--- config.mk ---
export PLATFORM = sky130hd
export DESIGN_NAME = mwm_motion_window_monitor
export DESIGN_NICKNAME = d
export VERILOG_FILES = /design/src/core/mwm_pkg.sv /design/src/core/mwm_monitor.sv /design/src/core/mwm_persist.sv
export VERILOG_INCLUDE_DIRS = /design/src /design/src/core
export SDC_FILE = /design/constraint.sdc
export NUM_CORES = 1
export LEC_CHECK = 0
export BUFFER_PORTS_ARGS = -buffer_cell sky130_fd_sc_hd__buf_2
export CAP_MARGIN = 5
export CORE_MARGIN = 3
export CORE_UTILIZATION = 30
export CTS_CLUSTER_SIZE = 20
export DETAILED_ROUTE_END_ITERATION = 7
export GPL_ROUTABILITY_DRIVEN = 0
export PLACE_DENSITY_LB_ADDON = 0.15
export SLEW_MARGIN = 20
export SYNTH_ARGS = -nofsm -noshare
export SYNTH_HDL_FRONTEND = slang
export SYNTH_SLANG_ARGS = --single-unit
--- constraint.sdc ---
create_clock -name i_clk -period 9.5 [get_ports i_clk]
set_clock_uncertainty 0.1 [all_clocks]
set_input_delay 1.425 -clock i_clk [delete_from_list [all_inputs] [get_ports i_clk]]
set_output_delay 1.425 -clock i_clk [all_outputs]
set_load 0.01 [all_outputs]
--- src/core/mwm_map.svh ---
`ifndef MWM_MAP_SVH
`define MWM_MAP_SVH

// Object dictionary indexes.
`define MWM_IDX_FE_TIMEOUT   16'h6066
`define MWM_IDX_POS_WIN      16'h6067
`define MWM_IDX_POS_WIN_TIME 16'h6068
`define MWM_IDX_VEL_DEMAND   16'h606B
`define MWM_IDX_VEL_ACTUAL   16'h606C
`define MWM_IDX_VEL_WIN      16'h606D
`define MWM_IDX_VEL_WIN_TIME 16'h606E

// Reset values.
`define MWM_FE_TIMEOUT_RST   16'h0064
`define MWM_POS_WIN_RST      32'h0000_000A
`define MWM_POS_WIN_TIME_RST 16'h0064
`define MWM_VEL_WIN_RST      16'h001E
`define MWM_VEL_WIN_TIME_RST 16'h0000
`define MWM_FE_WIN_RST       32'h0000_0100
`define MWM_WIN_OFF          32'hFFFF_FFFF

// Statusword bit positions.
`define MWM_SW_TARGET_BIT    10
`define MWM_SW_FOLLOW_BIT    13

// Operating mode codes.
`define MWM_MODE_PP          8'h01
`define MWM_MODE_PV          8'h03
`define MWM_MODE_PT          8'h04
`define MWM_MODE_IP          8'h07
`define MWM_MODE_CST         8'h0A

// Torque scale: rated torque in tenths of a percent.
`define MWM_TORQUE_RATED     16'h03E8

// Time base.
`define MWM_MS_NS            1000000
`define MWM_CLK_NS           8
`define MWM_MS_CYCLES        (`MWM_MS_NS / `MWM_CLK_NS)

`endif

--- src/core/mwm_pkg.sv ---
package mwm_pkg;
  typedef logic [15:0] mwm_index_t;
  typedef logic [7:0]  mwm_mode_t;
  typedef logic [15:0] mwm_ms_t;
  typedef logic signed [31:0] mwm_word_t;
endpackage

--- src/core/mwm_monitor.sv ---
`timescale 1ns/10ps
`include "mwm_map.svh"
module mwm_motion_window_monitor
  import mwm_pkg::*;
#(
  parameter int TICK_CYCLES = `MWM_MS_CYCLES
) (
  // Clock and reset.
  input  wire logic       i_clk,
  input  wire logic       i_reset_n,
  // Object dictionary access.
  input  wire logic       i_od_req,
  input  wire logic       i_od_write,
  input  wire mwm_index_t i_od_index,
  input  wire logic [31:0] i_od_wdata,
  output logic            o_od_ack,
  output logic            o_od_err,
  output logic [31:0]     o_od_rdata,
  // Motion inputs from encoder, speed measurement and ramp generator.
  input  wire mwm_mode_t  i_mode,
  input  wire mwm_word_t  i_pos_demand,
  input  wire mwm_word_t  i_pos_actual,
  input  wire mwm_word_t  i_pos_target,
  input  wire mwm_word_t  i_vel_demand,
  input  wire mwm_word_t  i_vel_actual,
  input  wire logic [31:0] i_fe_window,
  input  wire logic       i_fe_reaction,
  input  wire logic signed [15:0] i_target_torque,
  // Status and values.
  output logic [15:0]     o_status_bits,
  output logic            o_err_entry,
  output mwm_word_t       o_vel_demand,
  output mwm_word_t       o_vel_actual,
  output logic            o_torque_over_rated
);

  logic [15:0] fe_timeout_reg;
  logic [31:0] pos_win_reg;
  logic [15:0] pos_win_time_reg;
  logic [15:0] vel_win_reg;
  logic [15:0] vel_win_time_reg;
  logic [31:0] tick_cnt_reg;
  logic        tick_reg;
  logic        fe_flag_reg;
  logic        tr_flag_reg;
  logic        err_reg;
  logic        ack_reg;
  logic        err_resp_reg;
  logic [31:0] rdata_reg;
  mwm_word_t   vel_dem_reg;
  mwm_word_t   vel_act_reg;
  logic        torque_reg;
  logic        fe_over;
  logic        pos_in;
  logic        vel_in;
  logic        fe_met;
  logic        pos_met;
  logic        vel_met;
  logic        pos_mode;
  logic        vel_mode;

  function automatic logic [32:0] absdiff(input mwm_word_t a,
                                          input mwm_word_t b);
    logic signed [32:0] d;
    d = {a[31], a} - {b[31], b};
    return d[32] ? 33'(-d) : 33'(d);
  endfunction

  function automatic logic writable(input mwm_index_t idx);
    return idx == `MWM_IDX_FE_TIMEOUT || idx == `MWM_IDX_POS_WIN ||
           idx == `MWM_IDX_POS_WIN_TIME || idx == `MWM_IDX_VEL_WIN ||
           idx == `MWM_IDX_VEL_WIN_TIME;
  endfunction

  function automatic logic readable(input mwm_index_t idx);
    return writable(idx) || idx == `MWM_IDX_VEL_DEMAND ||
           idx == `MWM_IDX_VEL_ACTUAL;
  endfunction

  // Millisecond time base.
  always_ff @(posedge i_clk) begin
    if (!i_reset_n || tick_cnt_reg == 32'(TICK_CYCLES - 1)) begin
      tick_cnt_reg <= 32'h0000_0000;
    end else begin
      tick_cnt_reg <= tick_cnt_reg + 32'h0000_0001;
    end
  end

  always_ff @(posedge i_clk) begin
    tick_reg <= i_reset_n && tick_cnt_reg == 32'(TICK_CYCLES - 1);
  end

  // Host writable parameters.
  always_ff @(posedge i_clk) begin
    if (!i_reset_n) begin
      fe_timeout_reg   <= `MWM_FE_TIMEOUT_RST;
      pos_win_reg      <= `MWM_POS_WIN_RST;
      pos_win_time_reg <= `MWM_POS_WIN_TIME_RST;
      vel_win_reg      <= `MWM_VEL_WIN_RST;
      vel_win_time_reg <= `MWM_VEL_WIN_TIME_RST;
    end else if (i_od_req && i_od_write) begin
      unique case (i_od_index)
        `MWM_IDX_FE_TIMEOUT:   fe_timeout_reg   <= i_od_wdata[15:0];
        `MWM_IDX_POS_WIN:      pos_win_reg      <= i_od_wdata;
        `MWM_IDX_POS_WIN_TIME: pos_win_time_reg <= i_od_wdata[15:0];
        `MWM_IDX_VEL_WIN:      vel_win_reg      <= i_od_wdata[15:0];
        `MWM_IDX_VEL_WIN_TIME: vel_win_time_reg <= i_od_wdata[15:0];
        default: ;
      endcase
    end
  end

  // Answer one cycle after the request; writes to read-only or unknown
  // indexes are refused with the error flag.
  always_ff @(posedge i_clk) begin
    if (!i_reset_n) begin
      ack_reg      <= 1'b0;
      err_resp_reg <= 1'b0;
      rdata_reg    <= 32'h0000_0000;
    end else begin
      ack_reg      <= i_od_req;
      err_resp_reg <= i_od_req && (i_od_write ? !writable(i_od_index)
                                              : !readable(i_od_index));
      if (i_od_req && !i_od_write) begin
        unique case (i_od_index)
          `MWM_IDX_FE_TIMEOUT:   rdata_reg <= {16'h0000, fe_timeout_reg};
          `MWM_IDX_POS_WIN:      rdata_reg <= pos_win_reg;
          `MWM_IDX_POS_WIN_TIME: rdata_reg <= {16'h0000, pos_win_time_reg};
          `MWM_IDX_VEL_DEMAND:   rdata_reg <= vel_dem_reg;
          `MWM_IDX_VEL_ACTUAL:   rdata_reg <= vel_act_reg;
          `MWM_IDX_VEL_WIN:      rdata_reg <= {16'h0000, vel_win_reg};
          `MWM_IDX_VEL_WIN_TIME: rdata_reg <= {16'h0000, vel_win_time_reg};
          default:               rdata_reg <= 32'h0000_0000;
        endcase
      end
    end
  end

  // Sampled values; the demand value also serves as the speed setpoint.
  always_ff @(posedge i_clk) begin
    if (!i_reset_n) begin
      vel_dem_reg <= 32'sh0000_0000;
      vel_act_reg <= 32'sh0000_0000;
    end else begin
      vel_dem_reg <= i_vel_demand;
      vel_act_reg <= i_vel_actual;
    end
  end

  assign pos_mode = i_mode == `MWM_MODE_PP || i_mode == `MWM_MODE_IP;
  assign vel_mode = i_mode == `MWM_MODE_PV;
  // The window is symmetric, so the magnitude of the gap is compared.
  assign fe_over = i_fe_window != `MWM_WIN_OFF &&
                   absdiff(i_pos_actual, i_pos_demand) >
                   {1'b0, i_fe_window};
  assign pos_in  = pos_mode && pos_win_reg != `MWM_WIN_OFF &&
                   absdiff(i_pos_actual, i_pos_target) <
                   {1'b0, pos_win_reg};
  assign vel_in  = vel_mode &&
                   absdiff(i_vel_actual, i_vel_demand) <
                   {17'h0_0000, vel_win_reg};

  mwm_persist u_fe_timer (
    .i_clk     (i_clk),
    .i_reset_n (i_reset_n),
    .i_tick    (tick_reg),
    .i_cond    (fe_over),
    .i_limit   (fe_timeout_reg),
    .o_met     (fe_met)
  );

  // The position window time qualifies position targets.
  mwm_persist u_pos_timer (
    .i_clk     (i_clk),
    .i_reset_n (i_reset_n),
    .i_tick    (tick_reg),
    .i_cond    (pos_in),
    .i_limit   (pos_win_time_reg),
    .o_met     (pos_met)
  );

  mwm_persist u_vel_timer (
    .i_clk     (i_clk),
    .i_reset_n (i_reset_n),
    .i_tick    (tick_reg),
    .i_cond    (vel_in),
    .i_limit   (vel_win_time_reg),
    .o_met     (vel_met)
  );

  // Status flags follow the timers.
  always_ff @(posedge i_clk) begin
    if (!i_reset_n) begin
      fe_flag_reg <= 1'b0;
      tr_flag_reg <= 1'b0;
      err_reg     <= 1'b0;
    end else begin
      fe_flag_reg <= fe_met;
      tr_flag_reg <= pos_met || vel_met;
      err_reg     <= fe_met && !fe_flag_reg && i_fe_reaction;
    end
  end

  // Torque modes: flag a target beyond rated torque in either direction, 1000 tenths.
  always_ff @(posedge i_clk) begin
    if (!i_reset_n) begin
      torque_reg <= 1'b0;
    end else begin
      torque_reg <= (i_mode == `MWM_MODE_PT || i_mode == `MWM_MODE_CST) &&
                    (i_target_torque > $signed(`MWM_TORQUE_RATED) ||
                     i_target_torque < -$signed(`MWM_TORQUE_RATED));
    end
  end

  always_comb begin
    o_status_bits = 16'h0000;
    o_status_bits[`MWM_SW_FOLLOW_BIT] = fe_flag_reg;
    o_status_bits[`MWM_SW_TARGET_BIT] = tr_flag_reg;
  end

  assign o_od_ack            = ack_reg;
  assign o_od_err            = err_resp_reg;
  assign o_od_rdata          = rdata_reg;
  assign o_err_entry         = err_reg;
  assign o_vel_demand        = vel_dem_reg;
  assign o_vel_actual        = vel_act_reg;
  assign o_torque_over_rated = torque_reg;
endmodule // mwm_motion_window_monitor

--- src/core/mwm_persist.sv ---
`timescale 1ns/10ps
`include "mwm_map.svh"
module mwm_persist
  import mwm_pkg::*;
(
  // Clock and reset.
  input  wire logic    i_clk,
  input  wire logic    i_reset_n,
  // Time base and condition.
  input  wire logic    i_tick,
  input  wire logic    i_cond,
  input  wire mwm_ms_t i_limit,
  // Result.
  output logic         o_met
);

  logic [16:0] count_reg;

  // Saturation keeps a long hold from wrapping back inside the limit.
  always_ff @(posedge i_clk) begin
    if (!i_reset_n || !i_cond) begin
      count_reg <= 17'h0_0000;
    end else if (i_tick && count_reg != 17'h1_FFFF) begin
      count_reg <= count_reg + 17'h0_0001;
    end
  end

  assign o_met = i_cond && (count_reg > {1'b0, i_limit});
endmodule // mwm_persist

==> summary.md, run 1 <==
* core box area: 0.0737 mm²
* dominant delay contributor by cell family on the critical path: compound AO/OA/AOI/OAI gates
* number of storage elements in the synthesis netlist: 282
* class of the most critical hold timing path: reg2reg
* nets@finish: 3,773
* number of max-cap violations: 0
* Buf/Inv on CP: 3
* switching part of the total: 33.7%
* Final TNS setup: 0 ns
* Worst path slowest cell: nor4b_1
* # rows: 99
* Die Width: 280 µm
* Gates resized, CTS repair: 0
* Max Fanout on Critical Path: 20
* pin count of the biggest net entering global routing: 79
* synthesized area: 0.0226 mm²
* status: finished with violations
* synth unique cells: 106
* number of global-route vias before repair: 21,149
* share of Yosys cell area claimed by the top area cell type: 25.0%
* Final Setup Violations: 0
* register share of total power: 31.7%
* number of violations reported at the end of detailed-routing iteration 0: 1,710
* total I/O pin count: 385
* Cell Count, Final, Fillers Out: 4,255
* Total Routed Length: 85,900 µm
* final HPWL from detailed placement: 69,900 µm
* commonest cells in the netlist: 336 x nand2_1, 282 x dfxtp_1, 270 x inv_1
* P per Cell Area: 145 mW/mm²
* count of yosys warnings during synthesis: 0
* clk root buf: clkbuf_16
* RSZ-0062 raised after global routing: false
* Crit Path Class: in2reg
* stage delay of the slowest cell on the critical path: 0.70 ns
* Hold Vio Cnt, Final: 0
* filler instances: 7,896
* FFs w/ async S/R, synth: 0%
* type of origin of the critical path: input port
* Die ar.: 0.0786 mm²
* logic gate share of total power: 31.5%
* Area Growth Syn to Fin: 17.2%
* number of iterations in the first detailed-routing pass: 8
* Worst setup EP type: flop
* detail-routed net length per standard cell: 20.2 µm
* wire length of the first global-routing pass: 130,000 µm
* Via density: 5.24
* cell taking the most area after synthesis: dfxtp_1
* detailed-route DRC error count: 1
* violations in the final reports: DRC
* post-synthesis instance total: 2,969
* source-to-sink clock delay at the later pin of the worst-skew pair: 0.57 ns
* Longest Clk Path Bufs: 3
* Inst Count DP: 4,191
* final max-slew violation count: 0
* Max transition margin: 27.1%
* timing-limited maximum frequency: 0.139 GHz
* placement-stage worst setup slack: 1.79 ns
* Final Cycle Share: 75.8%
* count of hold-fix buffers inserted at cts: 0
* Routed Antenna Nets: 0
* number of enable flip-flop cells after synthesis: 0
* Sw Pwr: 1.29 mW
* TritonCTS buffer count: 35
* share of post-route cells with drive strength above 1: 15.2%
* Int Pwr: 2.54 mW
* Sinks on Clock Net: 282
* antenna violations before repair: 9
* standby leakage power: 11.2 nW
* number of setup buffers added after CTS: 0
* post-route worst setup slack: 2.30 ns
* total number of H-tree levels: 2
* total congestion overflow after global routing: 0
* gr usage total: 21.1%
* peak supply drop: 0.0000983 V
* clock tree from TritonCTS: done
* slew at the pin with the worst max-slew slack: 1.09 ns
* biggest area contributors in the synthesized netlist: dfxtp_1 25%, ha_1 13%, a21oi_1 5.8%, nand2_1 5.6%, xnor2_1 4.7%
* Final Critical Period: 7.20 ns
* Mapped Avg Cell Area: 7.61 µm²
* worst hold slack after final layout: 0.325 ns
* total number of vias: 22,312
* Worst EP arrival: 7.53 ns
* portion of total power attributed to the clock network: 36.8%
* Data required, critical path: 9.83 ns
* clock transition at the register clock pins on the worst setup and hold paths after CTS: 0.05 ns
* sequential share of the synthesized area: 25.0%
* total of buffers placed on input and output ports: 370
* Initial Util: 30.6%
* overall die height: 280 µm
* most common cell in the netlist: nand2_1
* Primary FF master, synth: dfxtp_1
power groups by stage:
stage               clock (mW)  sequential, mW  combinational, mW
finish                    1.41            1.22               1.21
global placement             0            1.24               1.21
global route              1.49            1.22               1.36
detailed placement           0            1.24               1.20
floorplan                    0            1.24              0.842
CTS                       1.45            1.21               1.21
worst paths after layout:
path	startpoint	to	slack, ns	cells past startpoint
min	fe_flag_reg	o_err_entry	0.33	1
min reg2reg	fe_flag_reg	o_err_entry	0.33	1
max	i_pos_actual[0]	u_fe_timer.count_reg[12]	2.30	28
max reg2reg	pos_win_time_reg[1]	tr_flag_reg	6.27	14
layer usage:
layer	vias up	wire, µm	track usage, %
li1	11101	-	-
met1	10414	39200	29.0
met3	85	5150	3.10
met4	14	1360	4.01
met5	-	97	0
met2	698	40100	35.3
kinds of logic (layout without fill, tap and decap cells):
group / count (synthesis) / in the layout / synth area share (%)
and+or+nand+nor: 1061 / 1061 / 23.4
adders and majority gates: 235 / 235 / 13.1
muxes: 17 / 17 / 0.765
other: 1 / 16 / 0.0166
xor gates and xnor gates: 220 / 220 / 8.53
DFF: 282 / 282 / 25.0
buffers and inverters: 409 / 721 / 7.25
AOI/OAI and AO/OA: 744 / 744 / 21.9
per-stage QoR:
step | power, mW | utilization (%) | instance area [µm²]
after floorplan | 2.08 | - | 22600
after global placement | 2.45 | 34.3 | 25300
after detailed placement | 2.44 | 34.3 | 25300
after CTS | 3.87 | 35.9 | 26500
after global routing | 4.06 | 35.9 | 26500
final | 3.83 | 35.9 | 26500
area by class of cell:
class	instances	area, µm²	area share, %
Multi-Input combinational cell	2291	15400	58.2
Sequential cell	282	5650	21.3
Timing Repair Buffer	388	1990	7.51
Clock inverter	9	140	0.530
Antenna cell	2	5.00	0.0189
Inverter	271	1020	3.85
Tap cell	959	1200	4.53
Clock buffer	53	1060	4.02
cell usage in the layout (no fill, tap or decap), types with 26 or more instances in the layout:
| cell | count |
|---|---|
| buf_2 | 370 |
| o21ai_0 | 87 |
| ha_1 | 232 |
| clkbuf_16 | 36 |
| nand3_1 | 65 |
| xor2_1 | 100 |
| nor3_1 | 55 |
| nand2_1 | 336 |
| nor2_1 | 261 |
| and3_1 | 42 |
| a222oi_1 | 42 |
| a21oi_1 | 263 |
| and2_1 | 48 |
| o21a_1 | 36 |
| a31oi_1 | 48 |
| nand4_1 | 70 |
| a21o_1 | 67 |
| nand2b_1 | 26 |
| nor2b_1 | 26 |
| o211ai_1 | 31 |
| xnor2_1 | 120 |
| dfxtp_1 | 282 |
| inv_1 | 270 |
(Power assumes the default switching activity.)
==> inputs of run 2 (changes only) <==
- clock period: 9.5 -> 6.3 ns (I/O delays scaled with it)
==> summary.md, run 2 (same netlist as run 1, synthesis figures left out) <==
* clock transition at the register clock pins on the worst setup and hold paths after CTS: 0.06 ns
* Longest Clk Path Bufs: 3
* source-to-sink clock delay at the later pin of the worst-skew pair: 0.56 ns
* Routed Antenna Nets: 0
* number of setup buffers added after CTS: 0
* clock tree from TritonCTS: done
* Worst path slowest cell: or3_1
* final HPWL from detailed placement: 71,300 µm
* Hold Vio Cnt, Final: 0
* share of post-route cells with drive strength above 1: 17.7%
* count of hold-fix buffers inserted at cts: 0
* Final Critical Period: 5.84 ns
* antenna violations before repair: 12
* total number of vias: 22,581
* # rows: 99
* standby leakage power: 11.6 nW
* post-route cell area: 0.0272 mm²
* number of max-cap violations: 0
* Area Growth Syn to Fin: 20.4%
* Worst EP arrival: 6.22 ns
* Final Cycle Share: 92.8%
* Sinks on Clock Net: 282
* core box area: 0.0737 mm²
* number of iterations in the first detailed-routing pass: 6
* type of origin of the critical path: input port
* Cell Count, Final, Fillers Out: 4,352
* stage delay of the slowest cell on the critical path: 0.39 ns
* total congestion overflow after global routing: 0
* Die ar.: 0.0786 mm²
* total number of H-tree levels: 2
* status: finished, final reports clean
* Crit Path Class: in2reg
* Final Setup Violations: 0
* Via density: 5.19
* Max transition margin: 27.2%
* Die Width: 280 µm
* Max Fanout on Critical Path: 17
* filler instances: 7,808
* TritonCTS buffer count: 34
* P per Cell Area: 213 mW/mm²
* Gates resized, CTS repair: 0
* Buf/Inv on CP: 6
* Cell Area, Placed: 0.0260 mm²
* gr usage total: 21.3%
* Data required, critical path: 6.68 ns
* detail-routed net length per standard cell: 20.0 µm
* pin count of the biggest net entering global routing: 62
* class of the most critical hold timing path: reg2reg
* Initial Util: 30.6%
* number of global-route vias before repair: 21,861
* final max-slew violation count: 0
* slew at the pin with the worst max-slew slack: 1.09 ns
* peak supply drop: 0.000139 V
* dominant delay contributor by cell family on the critical path: compound AO/OA/AOI/OAI gates
* final total power: 5.80 mW
* post-layout util: 36.9%
* total of buffers placed on input and output ports: 370
* RSZ-0062 raised after global routing: false
* wire length of the first global-routing pass: 131,000 µm
* clk root buf: clkbuf_16
* Worst setup EP type: flop
* detailed-route DRC error count: 0
* total I/O pin count: 385
* timing-limited maximum frequency: 0.171 GHz
* overall die height: 280 µm
* Final TNS setup: 0 ns
* most common library cell in the layout ignoring fill and taps: buf_2
* number of violations reported at the end of detailed-routing iteration 0: 1,948
* commonest cells after routing, fill and taps aside: 370 x buf_2, 336 x nand2_1, 282 x dfxtp_1, 270 x inv_1, 262 x a21oi_1
* Total Routed Length: 87,000 µm
* Inst Count DP: 4,286
* nets@finish: 3,867
run 2: changes by cell type in the layout (fill, tap and decap cells not counted), sizes merged:
cell,previous run,this run
buf,388,483
clkbuf,53,49
clkinv,3,6
diode,2,4
inv,272,274
bufinv,3,2
run 2: worst paths after layout:
kind	slack (ns)	to	depth (start not counted)	startpoint
worst min register to register	0.34	o_err_entry	1	fe_flag_reg
worst max register to register	3.12	u_vel_timer.count_reg[15]	12	u_vel_timer.count_reg[7]
worst max-delay path	0.46	u_pos_timer.count_reg[11]	27	i_pos_actual[0]
worst min-delay path	0.34	o_err_entry	1	fe_flag_reg
run 2: layout make-up:
class | count | area [µm²] | area share, %
multi-input cells | 2291 | 15400 | 56.7
flip-flops and latches | 282 | 5650 | 20.8
repair buffers | 483 | 2750 | 10.1
well taps | 959 | 1200 | 4.42
inverters | 271 | 1020 | 3.75
clock buffers | 49 | 998 | 3.67
clock inverters | 13 | 149 | 0.548
diodes | 4 | 10.0 | 0.0368
run 2: routing by layer:
layer	vias up	track usage [%]	share of wire, %
met5	-	0	0.13
met4	16	4.85	2.1
met3	98	3.69	6.2
met2	691	34.9	45
met1	10468	29.2	47
li1	11308	-	-
run 2: power breakdown:
group,switching (mW),total (mW),internal [mW]
Combinational,1.11,1.93,0.819
Sequential,0.0243,1.83,1.81
Clock,0.838,2.04,1.20
Total,1.97,5.80,3.83
run 2: per-stage QoR:
stage	setup WS [ns]	hold WS, ns
4_1_cts	0.453	0.338
3_5_place_dp	-0.126	0.330
6_report	0.455	0.344
5_1_grt	0.100	0.374
2_1_floorplan	0.0115	0.300
3_3_place_gp	-0.0886	0.327
run 2: worst register-to-register path, delay by kind of cell, from the launching register on:
kind | cells | cell delay, ns
XOR/XNOR | 1 | 0.28
adder cells (fa/ha/maj) | 1 | 0.17
flip-flops | 1 | 0.35
AND/OR/NAND/NOR | 10 | 2.18
==> inputs of run 3 (changes only) <==
- CORE_UTILIZATION: 30 -> 50
- TNS_END_PERCENT: default -> 5
==> summary.md, run 3 (same netlist as run 1, synthesis figures left out) <==
* status: finished, final reports clean
* Worst EP arrival: 6.17 ns
* standby leakage power: 11.4 nW
* total number of vias: 23,701
* Die Width: 219 µm
* Area Growth Syn to Fin: 16.5%
* number of setup buffers added after CTS: 0
* met1 track demand over resource: 39.5%
* met2 layer usage reported by global route: 53.5%
* Total Routed Length: 79,900 µm
* number of cells traversed by the worst register-to-register path: 12
* source-to-sink clock delay at the later pin of the worst-skew pair: 0.60 ns
* TritonCTS buffer count: 30
* Worst setup EP type: flop
* Hold Vio Cnt, Final: 0
* commonest cells after routing, fill and taps aside: 370 x buf_2, 336 x nand2_1, 282 x dfxtp_1, 270 x inv_1, 262 x a21oi_1
* cell occurring most often along the worst timing path: o21a_1
* switching part of the total: 33.9%
* pin count of the biggest net entering global routing: 88
* timing-limited maximum frequency: 0.173 GHz
* final HPWL from detailed placement: 64,500 µm
* Final TNS setup: 0 ns
* Final Cycle Share: 91.9%
* total I/O pin count: 385
* Routed Antenna Nets: 0
* final max-slew violation count: 0
* Data required, critical path: 6.68 ns
* Longest Clk Path Bufs: 3
* wire length of the first global-routing pass: 121,000 µm
* stage delay of the slowest cell on the critical path: 0.43 ns
* number of max-cap violations: 0
* total of buffers placed on input and output ports: 370
* number of violations reported at the end of detailed-routing iteration 0: 2,181
* total number of H-tree levels: 1
* Max transition margin: 28.4%
* RSZ-0062 raised after global routing: false
* clock tree from TritonCTS: done
* destination of the worst register-to-register timing path: u_vel_timer.count_reg[13]
* post-layout util: 59.2%
* type of origin of the critical path: input port
* Int Pwr: 3.72 mW
* slew at the pin with the worst max-slew slack: 1.07 ns
* core box area: 0.0444 mm²
* total congestion overflow after global routing: 0
* antenna violations before repair: 5
* Reg2Reg Setup Slack: 3.15 ns
* overall die height: 219 µm
* most common library cell in the layout ignoring fill and taps: buf_2
* number of global-route vias before repair: 22,666
* portion of total power attributed to the clock network: 33.8%
* detailed-route DRC error count: 0
* count of cells along the worst hold path: 1
* filler instances: 4,043
* final total power: 5.63 mW
* clock transition at the register clock pins on the worst setup and hold paths after CTS: 0.06 ns
* global-route layer with the greatest usage: met2
* Initial Util: 50.8%
* end of the worst hold path: tick_cnt_reg[0]
* Max Fanout on Critical Path: 17
* Die ar.: 0.0477 mm²
* class of the most critical hold timing path: reg2reg
* nets@finish: 3,818
* Final Critical Period: 5.79 ns
* # rows: 77
* share of post-route cells with drive strength above 1: 16.5%
* peak supply drop: 0.000248 V
* P per Cell Area: 214 mW/mm²
* M3 GR Usage: 5.21%
* clk root buf: clkbuf_16
* worst hold start: tick_cnt_reg[0]
* Via density: 6.03
* Worst path slowest cell: a211oi_1
* number of iterations in the first detailed-routing pass: 8
* Sinks on Clock Net: 282
* gr usage total: 31.6%
* Final Setup Violations: 0
* Crit Path Class: in2reg
* register share of total power: 32.4%
* logic gate share of total power: 33.7%
* Sw Pwr: 1.91 mW
* detail-routed net length per standard cell: 20.3 µm
* Reg2Reg Launch Point: u_vel_timer.count_reg[7]
-- run 3: worst max-delay path: cells and delay by family --
family | cells | cell delay, ns
AOI/OAI and AO/OA | 19 | 3.40
adders and majority gates | 2 | 0.56
and+or+nand+nor | 4 | 0.52
buffers and inverters | 4 | 0.70
-- run 3: area by class of cell --
type	instances	area (µm²)	share of cell area [%]
Antenna cell	1	2.50	0.00951
Tap cell	592	741	2.82
Multi-Input combinational cell	2291	15400	58.6
Timing Repair Buffer	438	2420	9.22
Sequential cell	282	5650	21.5
Clock inverter	13	175	0.666
Inverter	271	1020	3.88
Clock buffer	42	877	3.33
-- run 3: through the flow --
step | hold slack [ns] | instances | cell area [µm²] | setup slack [ns]
2_1_floorplan | 0.300 | 2982 | 22600 | 0.0115
3_3_place_gp | 0.329 | 3874 | 25200 | 0.101
3_5_place_dp | 0.344 | 3874 | 25200 | -0.0281
4_1_cts | 0.359 | 3929 | 26300 | 0.564
5_1_grt | 0.366 | 3929 | 26300 | 0.0794
6_report | 0.359 | 3930 | 26300 | 0.510
-- run 3: worst max-delay path by stage --
| stage | startpoint | to | slack, ns | depth (start not counted) |
|---|---|---|---|---|
| 2_1_floorplan | i_pos_actual[0] | u_fe_timer.count_reg[10] | 0.01 | 29 |
| 3_3_place_gp | i_pos_actual[0] | u_fe_timer.count_reg[5] | 0.10 | 31 |
| 3_5_place_dp | i_pos_actual[17] | u_fe_timer.count_reg[15] | -0.03 | 29 |
| 4_1_cts | i_pos_actual[17] | u_fe_timer.count_reg[15] | 0.56 | 29 |
| 5_1_grt | i_pos_actual[17] | u_fe_timer.count_reg[12] | 0.08 | 29 |
| 6_report | i_pos_actual[17] | u_fe_timer.count_reg[12] | 0.51 | 29 |
-- run 3: routing by layer --
metal / vias to the layer above / share of wire, %
li1: 11202 / -
met1: 11050 / 40
met2: 1225 / 46
met3: 216 / 9.1
met4: 8 / 4.9
met5: - / 0.076
-- run 3: power groups by stage --
stage	Combinational [mW]	Sequential, mW	Clock, mW
after detailed placement	1.85	1.87	0
after floorplan	1.27	1.87	0
final	1.90	1.83	1.91
after global routing	2.09	1.83	1.99
after global placement	1.79	1.87	0
after CTS	1.86	1.83	1.93
-- run 3: timing repair --
item,4_1_cts,5_1_grt
endpoints found under the setup margin,0,3
hold buffers,0,0
resized for setup,0,1
